==> src/core/irc_pkg.sv <==
// package: register layout, reset values and state types of the receive context control block
package irc_pkg;

    // ****************************************************************
    // register map
    // ****************************************************************
    localparam logic [7:0]  IRC_CTRL_SET_OFS   = 8'h00; // write 1 to set, read gives control
    localparam logic [7:0]  IRC_CTRL_CLR_OFS   = 8'h04; // write 1 to clear
    localparam logic [7:0]  IRC_STAT_OFS       = 8'h08; // packet and descriptor counters
    localparam logic [31:0] IRC_CTRL_RESET     = 32'h0000_0000;

    // ****************************************************************
    // bit positions
    // ****************************************************************
    localparam int IRC_BIT_FILL      = 31;
    localparam int IRC_BIT_HEADER    = 30;
    localparam int IRC_BIT_CYCMATCH  = 29;
    localparam int IRC_BIT_MULTI     = 28;
    localparam int IRC_BIT_SPLIT     = 27;
    localparam int IRC_BIT_RUN       = 15;
    localparam int IRC_BIT_WAKE      = 12;
    localparam int IRC_BIT_DEAD      = 11;
    localparam int IRC_BIT_ACTIVE    = 10;
    localparam int IRC_BIT_BFMT      = 9;
    localparam int IRC_RATE_LSB      = 0;
    localparam int IRC_RATE_W        = 3;

    // ****************************************************************
    // rate codes and engine states
    // ****************************************************************
    localparam logic [2:0] IRC_RATE_S100 = 3'h0;
    localparam logic [2:0] IRC_RATE_S200 = 3'h1;
    localparam logic [2:0] IRC_RATE_S400 = 3'h2;
    localparam logic [7:0] IRC_CNT_RESET = 8'h00;

    typedef enum logic [1:0] {
        IRC_IDLE,
        IRC_FETCH,
        IRC_RECEIVE,
        IRC_HALT
    } irc_state_t;

endpackage

==> src/core/irc_context_ctrl.sv <==
// control and status register of one isochronous receive context with its engine state
`timescale 1ns/100ps

// What this block does
// software enables multichannel in one context only
// software keeps multichannel steady while running
// split mode streams portions to separate series
// setting split mode clears multichannel and fill
// split mode frozen while active or run
// reserved bits always read zero
// run changed by software or reset only
// wake set by software, cleared per fetch
// dead set on fatal error while active, cleared with run
// active high only while processing descriptors
// beta flag set for beta format packets
// report rate code 000, 001, 010
// all bits zero after reset
module irc_context_ctrl (
    input  wire logic        clk,
    input  wire logic        rst,
    input  wire logic        sw_rst,
    // register port
    input  wire logic [7:0]  reg_addr,
    input  wire logic [31:0] reg_wdata,
    input  wire logic        reg_wr,
    input  wire logic        reg_rd,
    output logic [31:0]      reg_rdata,
    // descriptor engine side
    output logic             desc_fetch_req,
    input  wire logic        desc_fetch_done,
    input  wire logic        desc_last,
    input  wire logic        fatal_error,
    // packet receive side
    input  wire logic        pkt_start,
    input  wire logic        pkt_b_format,
    input  wire logic [2:0]  pkt_rate,
    input  wire logic [15:0] lead_len,
    input  wire logic        word_valid,
    input  wire logic        word_last,
    output logic             leading_portion_series,
    output logic             trailing_portion_series,
    output logic             multi_channel_select,
    output logic             split_payload_mode,
    output logic             context_active
);
    import irc_pkg::*;

    // ****************************************************************
    // control and status bits
    // ****************************************************************
    logic             fill_reg;
    logic             header_reg;
    logic             cycmatch_reg;
    logic             multi_reg;
    logic             split_reg;
    logic             run_reg;
    logic             wake_reg;
    logic             dead_reg;
    logic             bfmt_reg;
    logic [2:0]       rate_reg;
    irc_state_t       state_reg;
    irc_state_t       state_next;
    logic             active;
    logic             any_rst;
    logic             wr_set;
    logic             wr_clr;
    logic             run_clr;
    logic             fetch_ev;
    logic [7:0]       pkt_cnt;
    logic [7:0]       desc_cnt;
    logic [31:0]      ctrl_view;

    assign any_rst  = rst || sw_rst;
    assign wr_set   = reg_wr && (reg_addr == IRC_CTRL_SET_OFS);
    assign wr_clr   = reg_wr && (reg_addr == IRC_CTRL_CLR_OFS);
    assign run_clr  = wr_clr && reg_wdata[IRC_BIT_RUN] && run_reg;
    assign fetch_ev = (state_reg == IRC_FETCH) && desc_fetch_done;
    assign active   = (state_reg == IRC_FETCH) || (state_reg == IRC_RECEIVE);

    // ****************************************************************
    // run: only software writes and resets move it
    // ****************************************************************
    always_ff @(posedge clk) begin
        if (any_rst) begin
            run_reg <= 1'b0;
        end else if (wr_set && reg_wdata[IRC_BIT_RUN]) begin
            run_reg <= 1'b1;
        end else if (wr_clr && reg_wdata[IRC_BIT_RUN]) begin
            run_reg <= 1'b0;
        end
    end

    // ****************************************************************
    // mode bits
    // ****************************************************************
    // split mode is frozen while the context runs so a packet never changes layout midway
    always_ff @(posedge clk) begin
        if (any_rst) begin
            split_reg <= 1'b0;
        end else if (!active && !run_reg) begin
            if (wr_set && reg_wdata[IRC_BIT_SPLIT]) begin
                split_reg <= 1'b1;
            end else if (wr_clr && reg_wdata[IRC_BIT_SPLIT]) begin
                split_reg <= 1'b0;
            end
        end
    end

    // setting split mode wins over a set of multichannel or fill in the same write
    always_ff @(posedge clk) begin
        if (any_rst) begin
            multi_reg <= 1'b0;
            fill_reg  <= 1'b0;
        end else if (wr_set && reg_wdata[IRC_BIT_SPLIT] && !active && !run_reg) begin
            multi_reg <= 1'b0;
            fill_reg  <= 1'b0;
        end else if (wr_set) begin
            // software must keep multichannel steady while running
            multi_reg <= multi_reg | reg_wdata[IRC_BIT_MULTI];
            fill_reg  <= fill_reg | reg_wdata[IRC_BIT_FILL];
        end else if (wr_clr) begin
            multi_reg <= multi_reg & ~reg_wdata[IRC_BIT_MULTI];
            fill_reg  <= fill_reg & ~reg_wdata[IRC_BIT_FILL];
        end
    end

    // header and cycle-match bits are plain storage here
    always_ff @(posedge clk) begin
        if (any_rst) begin
            header_reg   <= 1'b0;
            cycmatch_reg <= 1'b0;
        end else if (wr_set) begin
            header_reg   <= header_reg | reg_wdata[IRC_BIT_HEADER];
            cycmatch_reg <= cycmatch_reg | reg_wdata[IRC_BIT_CYCMATCH];
        end else if (wr_clr) begin
            header_reg   <= header_reg & ~reg_wdata[IRC_BIT_HEADER];
            cycmatch_reg <= cycmatch_reg & ~reg_wdata[IRC_BIT_CYCMATCH];
        end
    end

    // ****************************************************************
    // wake: software sets, each descriptor fetch clears
    // ****************************************************************
    // a set arriving with a fetch wins, so a resume request is never lost
    always_ff @(posedge clk) begin
        if (any_rst) begin
            wake_reg <= 1'b0;
        end else if (wr_set && reg_wdata[IRC_BIT_WAKE]) begin
            wake_reg <= 1'b1;
        end else if (fetch_ev) begin
            wake_reg <= 1'b0;
        end
    end

    // ****************************************************************
    // dead: fatal error while active sets, clearing run clears
    // ****************************************************************
    always_ff @(posedge clk) begin
        if (any_rst) begin
            dead_reg <= 1'b0;
        end else if (fatal_error && active) begin
            dead_reg <= 1'b1;
        end else if (run_clr) begin
            dead_reg <= 1'b0;
        end
    end

    // ****************************************************************
    // received packet status
    // ****************************************************************
    // beta flag and rate follow the most recent packet start taken while active
    always_ff @(posedge clk) begin
        if (any_rst) begin
            bfmt_reg <= 1'b0;
            rate_reg <= IRC_RATE_S100;
        end else if (pkt_start && active) begin
            bfmt_reg <= pkt_b_format;
            rate_reg <= pkt_rate;
        end
    end

    // ****************************************************************
    // descriptor engine
    // ****************************************************************
    always_comb begin
        state_next = state_reg;
        case (state_reg)
            IRC_IDLE: begin
                if (run_reg && !dead_reg) begin
                    state_next = IRC_FETCH;
                end
            end
            IRC_FETCH: begin
                if (desc_fetch_done) begin
                    state_next = IRC_RECEIVE;
                end
            end
            IRC_RECEIVE: begin
                if (word_valid && word_last) begin
                    // last descriptor parks the engine until software wakes it
                    state_next = (desc_last && !wake_reg) ? IRC_HALT : IRC_FETCH;
                end
            end
            IRC_HALT: begin
                if (wake_reg) begin
                    state_next = IRC_FETCH;
                end
            end
            default: state_next = IRC_IDLE;
        endcase
        // stopping or a fatal error always drops the engine back to idle
        if (!run_reg || fatal_error || dead_reg) begin
            state_next = IRC_IDLE;
        end
    end

    always_ff @(posedge clk) begin
        if (any_rst) begin
            state_reg <= IRC_IDLE;
        end else begin
            state_reg <= state_next;
        end
    end

    // ****************************************************************
    // payload steering and counters
    // ****************************************************************
    irc_portion_split u_split (
        .clk         (clk),
        .rst         (any_rst),
        .enable      (split_reg),
        .lead_len    (lead_len),
        .word_valid  (word_valid && (state_reg == IRC_RECEIVE)),
        .word_last   (word_last),
        .to_leading  (leading_portion_series),
        .to_trailing (trailing_portion_series)
    );

    irc_event_cnt u_pkt_cnt (
        .clk         (clk),
        .rst         (any_rst),
        .clear       (run_clr),
        .event_pulse (pkt_start && active),
        .count       (pkt_cnt)
    );

    irc_event_cnt u_desc_cnt (
        .clk         (clk),
        .rst         (any_rst),
        .clear       (run_clr),
        .event_pulse (fetch_ev),
        .count       (desc_cnt)
    );

    // ****************************************************************
    // read back
    // ****************************************************************
    always_comb begin
        ctrl_view                    = IRC_CTRL_RESET;
        ctrl_view[IRC_BIT_FILL]      = fill_reg;
        ctrl_view[IRC_BIT_HEADER]    = header_reg;
        ctrl_view[IRC_BIT_CYCMATCH]  = cycmatch_reg;
        ctrl_view[IRC_BIT_MULTI]     = multi_reg;
        ctrl_view[IRC_BIT_SPLIT]     = split_reg;
        ctrl_view[IRC_BIT_RUN]       = run_reg;
        ctrl_view[IRC_BIT_WAKE]      = wake_reg;
        ctrl_view[IRC_BIT_DEAD]      = dead_reg;
        ctrl_view[IRC_BIT_ACTIVE]    = active;
        ctrl_view[IRC_BIT_BFMT]      = bfmt_reg;
        ctrl_view[IRC_RATE_LSB +: IRC_RATE_W] = rate_reg;
    end

    // read data valid the cycle after the strobe; unmapped reads return zero
    always_ff @(posedge clk) begin
        if (rst) begin
            reg_rdata <= 32'h0000_0000;
        end else if (reg_rd) begin
            case (reg_addr)
                IRC_CTRL_SET_OFS: reg_rdata <= ctrl_view;
                IRC_CTRL_CLR_OFS: reg_rdata <= ctrl_view;
                IRC_STAT_OFS:     reg_rdata <= {16'h0000, desc_cnt, pkt_cnt};
                default:          reg_rdata <= 32'h0000_0000;
            endcase
        end
    end

    assign desc_fetch_req       = (state_reg == IRC_FETCH);
    assign multi_channel_select = multi_reg;
    assign split_payload_mode   = split_reg;
    assign context_active       = active;

endmodule // irc_context_ctrl

==> src/core/irc_event_cnt.sv <==
// 8-bit wrapping event counter with synchronous clear
`timescale 1ns/100ps
module irc_event_cnt (
    input  wire logic       clk,
    input  wire logic       rst,
    input  wire logic       clear,
    input  wire logic       event_pulse,
    output logic [7:0]      count
);
    import irc_pkg::*;

    // clear wins: a counter restarted by software starts from zero
    always_ff @(posedge clk) begin
        if (rst || clear) begin
            count <= IRC_CNT_RESET;
        end else if (event_pulse) begin
            count <= count + 8'h01;
        end
    end
endmodule // irc_event_cnt

==> src/core/irc_portion_split.sv <==
// splits each payload word stream into leading and trailing portions
`timescale 1ns/100ps
module irc_portion_split (
    input  wire logic        clk,
    input  wire logic        rst,
    input  wire logic        enable,
    input  wire logic [15:0] lead_len,
    input  wire logic        word_valid,
    input  wire logic        word_last,
    output logic             to_leading,
    output logic             to_trailing
);
    import irc_pkg::*;

    logic [15:0] pos_reg;

    // word position inside the current packet, restarts after the last word
    always_ff @(posedge clk) begin
        if (rst) begin
            pos_reg <= 16'h0000;
        end else if (word_valid) begin
            pos_reg <= word_last ? 16'h0000 : pos_reg + 16'h0001;
        end
    end

    // steering is combinational so each word goes where its position says
    always_comb begin
        to_leading  = word_valid && (!enable || pos_reg < lead_len);
        to_trailing = word_valid && enable && (pos_reg >= lead_len);
    end
endmodule // irc_portion_split

==> config.mk <==
export PLATFORM = sky130hd
export DESIGN_NAME = irc_context_ctrl
export DESIGN_NICKNAME = d
export VERILOG_FILES = /design/src/core/irc_pkg.sv /design/src/core/irc_context_ctrl.sv /design/src/core/irc_event_cnt.sv /design/src/core/irc_portion_split.sv
export SDC_FILE = /design/constraint.sdc
export NUM_CORES = 1
export LEC_CHECK = 0
export BUFFER_PORTS_ARGS = -buffer_cell sky130_fd_sc_hd__buf_2
export CAP_MARGIN = 30
export CORE_ASPECT_RATIO = 1.75
export CORE_UTILIZATION = 37
export DETAILED_ROUTE_END_ITERATION = 7
export PLACE_DENSITY = 0.73
export SYNTH_ARGS = -nofsm -noshare
export SYNTH_HDL_FRONTEND = slang
export SYNTH_SLANG_ARGS = --single-unit
==> constraint.sdc <==
create_clock -name clk -period 7.05 [get_ports clk]
set_input_delay 2.115 -clock clk [delete_from_list [all_inputs] [get_ports clk]]
set_output_delay 2.115 -clock clk [all_outputs]
set_load 0.01 [all_outputs]
* After elaboration in Yosys (flattened, before gate mapping)
Index checks and enable logic that the tools add are counted.
Operators by class: $add $sub $neg 3, multiply operators 0, div/mod/pow operators 0, magnitude comparators 2, equal/unequal tests 9, shift-type cells 0, mux-type cells 24, bitwise operators 12, reduce and logical (&&, ||, !) cells 44
Operators by type and width (count):
- $pmux 32 s2 | 1
- $logic_and 1x1->1 | 21
- $add 16x1->16 const B | 1
- $add 8x1->8 const B | 2
- $ge 16x16->1 | 1
- $lt 16x16->1 | 1
- $mux 1 | 16
- $mux 16 | 1
- $mux 2 | 5
- $reduce_bool 2->1 | 5
- $eq 8x3->1 const B | 1
- $eq 8x4->1 const B | 1
- $logic_not 8->1 | 1
- $pmux 2 s4 | 1
- $logic_or 1x1->1 | 6
- $reduce_or 2->1 | 3
- $logic_not 1->1 | 5
- $and 1x1->1 | 4
- $eq 2x2->1 const B | 2
- $ne 2x1->1 const B | 2
- $ne 2x2->1 const B | 2
- $not 1->1 | 4
- $or 1x1->1 | 4
- $reduce_and 4->1 | 1
- 3 further kinds | 3
Word-level totals: register bits after elaboration 78, bits in latches 0, RAM bits 0, memory bits (read-only) 0, bits of input ports 71, word-level logic and storage cells 109, memories kept 0

* Depth between registers and ports, before layout
depth after elaboration 6, mapped depth 8, mapped depth without buffers 7

* Hierarchy
A second synthesis with hierarchy kept.
Unflattened totals: cells, all modules 420, area, all modules 3732.3 um^2
By module, submodules not included:
- irc_context_ctrl | instances 1, cells an instance 208, area an instance 1924.3 um^2
- irc_portion_split | instances 1, cells an instance 136, area an instance 1117.3 um^2
- irc_event_cnt | instances 2, cells an instance 38, area an instance 345.3 um^2

* Least setup slack after synthesis
OpenSTA, ideal clock, no wires.
path type input to output, start point input lead_len[15], end point output trailing_portion_series, arrival time 3.307 ns, path slack 1.628 ns, stages 7, buffers on the path 0, cells stage by stage inv_1 > ha_1 > nand2_1 > nor4_1 > and2_1 > a31oi_1 > a21oi_1
Between the ends: longest elaborated chain between the ends 2
Ends and longest elaborated chain:
- start: declaration | line irc_context_ctrl.sv:37 | input wire logic [15:0] lead_len,
- $ge 16x16->1 | line irc_portion_split.sv:29 | to_trailing = word_valid && enable && (pos_reg >= lead_len);
- $logic_and 1x1->1 | line irc_portion_split.sv:29
- end: declaration | line irc_context_ctrl.sv:41 | output logic trailing_portion_series,
No other way between the ends.

* Worst setup path after layout
Ends and elaborated chain as after synthesis.

==> impl_results.md <==
* Hpwl dp at 6.34 mm
* DR pass1 iterations at 5
* CP max-delay cell: nor4_1
* # DRC at 0
* Prevailing post-synth register cell: dfxtp_1
* CP Class: in2out
* Max FFs per register at 21
* Startpoint Class: input port
* Post-route ant nets at 0
* Crit end category: primary output
* Crit path required time at 4.93 ns
* DR WL/cell at ~13 µm
* Number of global-route vias before repair at 2931
* TNS Setup at 0 ns
* Initial antenna violation count at 1
* Crit path DAT at 3.64 ns
* Post-synth EDFFs at 0
* Worst-path clk slew at about 0.060 ns
* Register share of total power at 43.0%
* Vias at 3058
* Worst setup startpoint: lead_len[15]
* Htree depth at 3
* Total congestion overflow at 0
* Num rows at between 40 and 50
* Final period util at 81.6%
* Synth Warn # at 0
* Clk sinks at 67
* Reg2Reg Launch Point: state_reg[0]$_SDFFE_PP0P_
* Top delay family on crit path: simple AND/OR/NAND/NOR gates
* Power per cell area at 211 nW/µm²
* Die Ht at 131 µm
* Mapped Cells at 429
* Core area at 9090 µm²
* Initial core utilization at between 30% and 40%
* Die area at 9860 µm²
* Final net count at around 590
* Worst path bufs/invs at 3
* Final wirelength at between 8 and 9 mm
* Final Max Tran Viols at 0
* Post-CTS resize count at 0
* Hold Fails Final Rpt at 0
* Post-CTS Hold Fix Bufs at 0
* Worst path max stage delay at 0.48 ns
* Synth cell types at between 40 and 50
* CTS root buf: clkbuf_16
* Switching pwr at between 0.00015 and 0.0002 W
* DRT iter0 DRCs at roughly 100
* Most frequent CP cell: buf_2
* Combinational power share at between 4 and 5%
* Post-synth design cell area at 3500 µm²
* GPL Wtd Cong at 0.816
* IO Port Bufs at just over 70
* CTS Buf Count at 9
* Hold Crit Class: reg2reg
* Placed cell areas at between 3000 and 4000 µm²
* Peak supply drop at 0.116 mV
* Clk_skew at 0.00745 ns
* Count of non-filler cells in the finished layout at 618
* Outcome: complete, no violations
* Worst Min Path Start: rate_reg[2]$_SDFFE_PP0P_
* Sequential share of the synthesized area at 38.3%
* CTS tree: built
* Drt via density at a little under 5
* Insertion delay to the later sink of the worst-skew pair at 0.33 ns
* GRT Util Overall at 17.8%
* Tmin final at 5.75 ns
* Setup-failing EPs final at 0
* Max_slew headroom at 57.5%
* Placed insts at roughly 600
* Chip Width at 75.5 µm
* P_int at 0.000681 W
* Switch share at 22.7%
* Max-cap viol count at 0
* Mean area per synthesized cell at 8.15 µm²
* Layout cells sized above 1 at between 10% and 20%
* Actual slew at the worst max-slew pin at 0.634 ns
* Fmax at 0.174 GHz
* Clock power share at 52.3%
* Flops & latches, synth at between 60 and 70
* Setup bufs post-CTS at 0
* RSZ-0062 raised after global routing: false
* First-pass GRT wire length at 13.4 mm
* Largest net degree at the start of global routing at 31
* CP Cell Sequence: buf_2 > inv_1 > ha_1 > nand2_1 > nor4_1 > and2_1 > a31oi_1 > a21oi_1 > buf_2
* Max FO, Critical Path at 3
* Leakage at 1.76 nW
* Max Root-Sink Buffers at 2
* Asr flop ratio synth at 0%
* IO Count at 109
* Synth-to-Final Area Change at 19.3%
* Final Instance Area at 4170 µm²
==> synth_stat cells (2+ instances only) <==
| master | n | share of area (%) |
|---|---|---|
| dfxtp_1 | 67 | 38 |
| nor2_1 | 50 | 5.4 |
| nand2_1 | 49 | 5.3 |
| a21oi_1 | 43 | 6.2 |
| inv_1 | 30 | 3.2 |
| ha_1 | 24 | 8.6 |
| xor2_1 | 22 | 5.5 |
| nand3_1 | 21 | 3.0 |
| nor2b_1 | 13 | 2.3 |
| buf_4 | 11 | 2.4 |
| clkbuf_1 | 11 | 1.2 |
| nand2b_1 | 9 | 1.6 |
| o22ai_1 | 9 | 1.6 |
| nand4_1 | 8 | 1.4 |
| xnor2_1 | 7 | 1.8 |
| and3_1 | 5 | 0.89 |
| a211oi_1 | 4 | 0.86 |
| and2_1 | 4 | 0.72 |
| and4_1 | 4 | 1.0 |
| buf_2 | 4 | 0.57 |
| o21ai_0 | 4 | 0.57 |
| a311oi_1 | 3 | 0.75 |
| a31oi_1 | 2 | 0.36 |
| buf_6 | 2 | 0.64 |
| nor3_2 | 2 | 0.57 |
==> final timing paths <==
kind | end | slack (ns) | cells after the start
setup reg to reg | u_pkt_cnt.count[7]$_SDFFE_PP0P_ | 4.99 | 7
setup / recovery | trailing_portion_series | 1.30 | 9
hold / removal | rate_reg[2]$_SDFFE_PP0P_ | 0.46 | 2
hold reg to reg | rate_reg[2]$_SDFFE_PP0P_ | 0.46 | 2
==> power groups by stage <==
stage	logic (W)	clock network [W]	registers, W
final	0.0000412	0.000461	0.000379
after global routing	0.0000464	0.000490	0.000378
after CTS	0.0000412	0.000468	0.000379
after detailed placement	0.0000408	0	0.000387
after global placement	0.0000400	0	0.000387
after floorplan	0.0000282	0	0.000387
==> cell families (layout without fill, tap and decap cells) <==
group	count (synthesis)	in the layout	synth area share, %
muxes	1	1	0.286
AOI/OAI and AO/OA	72	72	12.1
buffers and inverters	60	118	8.55
DFF	67	67	38.3
xor gates and xnor gates	29	29	7.26
and+or+nand+nor	175	175	24.8
adders and majority gates	24	24	8.58
other	1	12	0.107
==> cell type report <==
| type | count | area (µm²) |
|---|---|---|
| clock inverter | 6 | 72.6 |
| fill | 875 | 4920 |
| sequential | 67 | 1340 |
| multi-input combinational | 312 | 1900 |
| antenna | 1 | 2.50 |
| clock buffer | 10 | 239 |
| inverter | 30 | 113 |
| timing repair buffer | 72 | 360 |
| tap | 120 | 150 |
==> metal layers <==
layer / GRT usage (%) / vias to the layer above / part of all wire [%] / routed length [µm]
met4: 6.75 / 0 / 1.6 / 133
li1: - / 1556 / - / -
met3: 4.68 / 9 / 4.9 / 409
met1: 19.0 / 1400 / 41 / 3380
met5: 0 / - / 0 / 0
met2: 32.5 / 93 / 53 / 4400
==> worst register-to-register path, stage by stage, from the launching register on <==
cell and delay (ns):
dfxtp_1 0.41, inv_1 0.09, ha_1 0.45, and2_1 0.39, and4_1 0.29, nand3_1 0.11, xor2_1 0.14, nor2_1 0.05
==> per-stage QoR <==
| stage | hold WS (ns) | worst slack (ns) | power [W] | util (%) |
|---|---|---|---|---|
| after global placement | 0.449 | 1.32 | 0.000427 | 42.4 |
| final | 0.461 | 1.30 | 0.000880 | 45.9 |
| after detailed placement | 0.451 | 1.27 | 0.000428 | 42.4 |
| after CTS | 0.460 | 1.27 | 0.000888 | 45.9 |
| after floorplan | 0.436 | 1.63 | 0.000415 | - |
| after global routing | 0.485 | 1.13 | 0.000915 | 45.9 |
==> cells in the final DEF, fill, tap and decap left out, types with 2 or more instances in the layout <==
cell type and instances:
conb_1 11, o22ai_1 9, nand3_1 21, clkbuf_16 9
xnor2_1 7, a31oi_1 2, nor2_1 50, ha_1 24
and4_1 4, a21oi_1 43, nand4_1 8, a211oi_1 4
buf_2 72, nand2_1 49, nor3_2 2, a311oi_1 3
clkinv_4 2, nand2b_1 9, and3_1 5, xor2_1 22
inv_1 30, nor2b_1 13, and2_1 4, o21ai_0 4
dfxtp_1 67
Note: power is estimated with default switching activity, not from simulation.
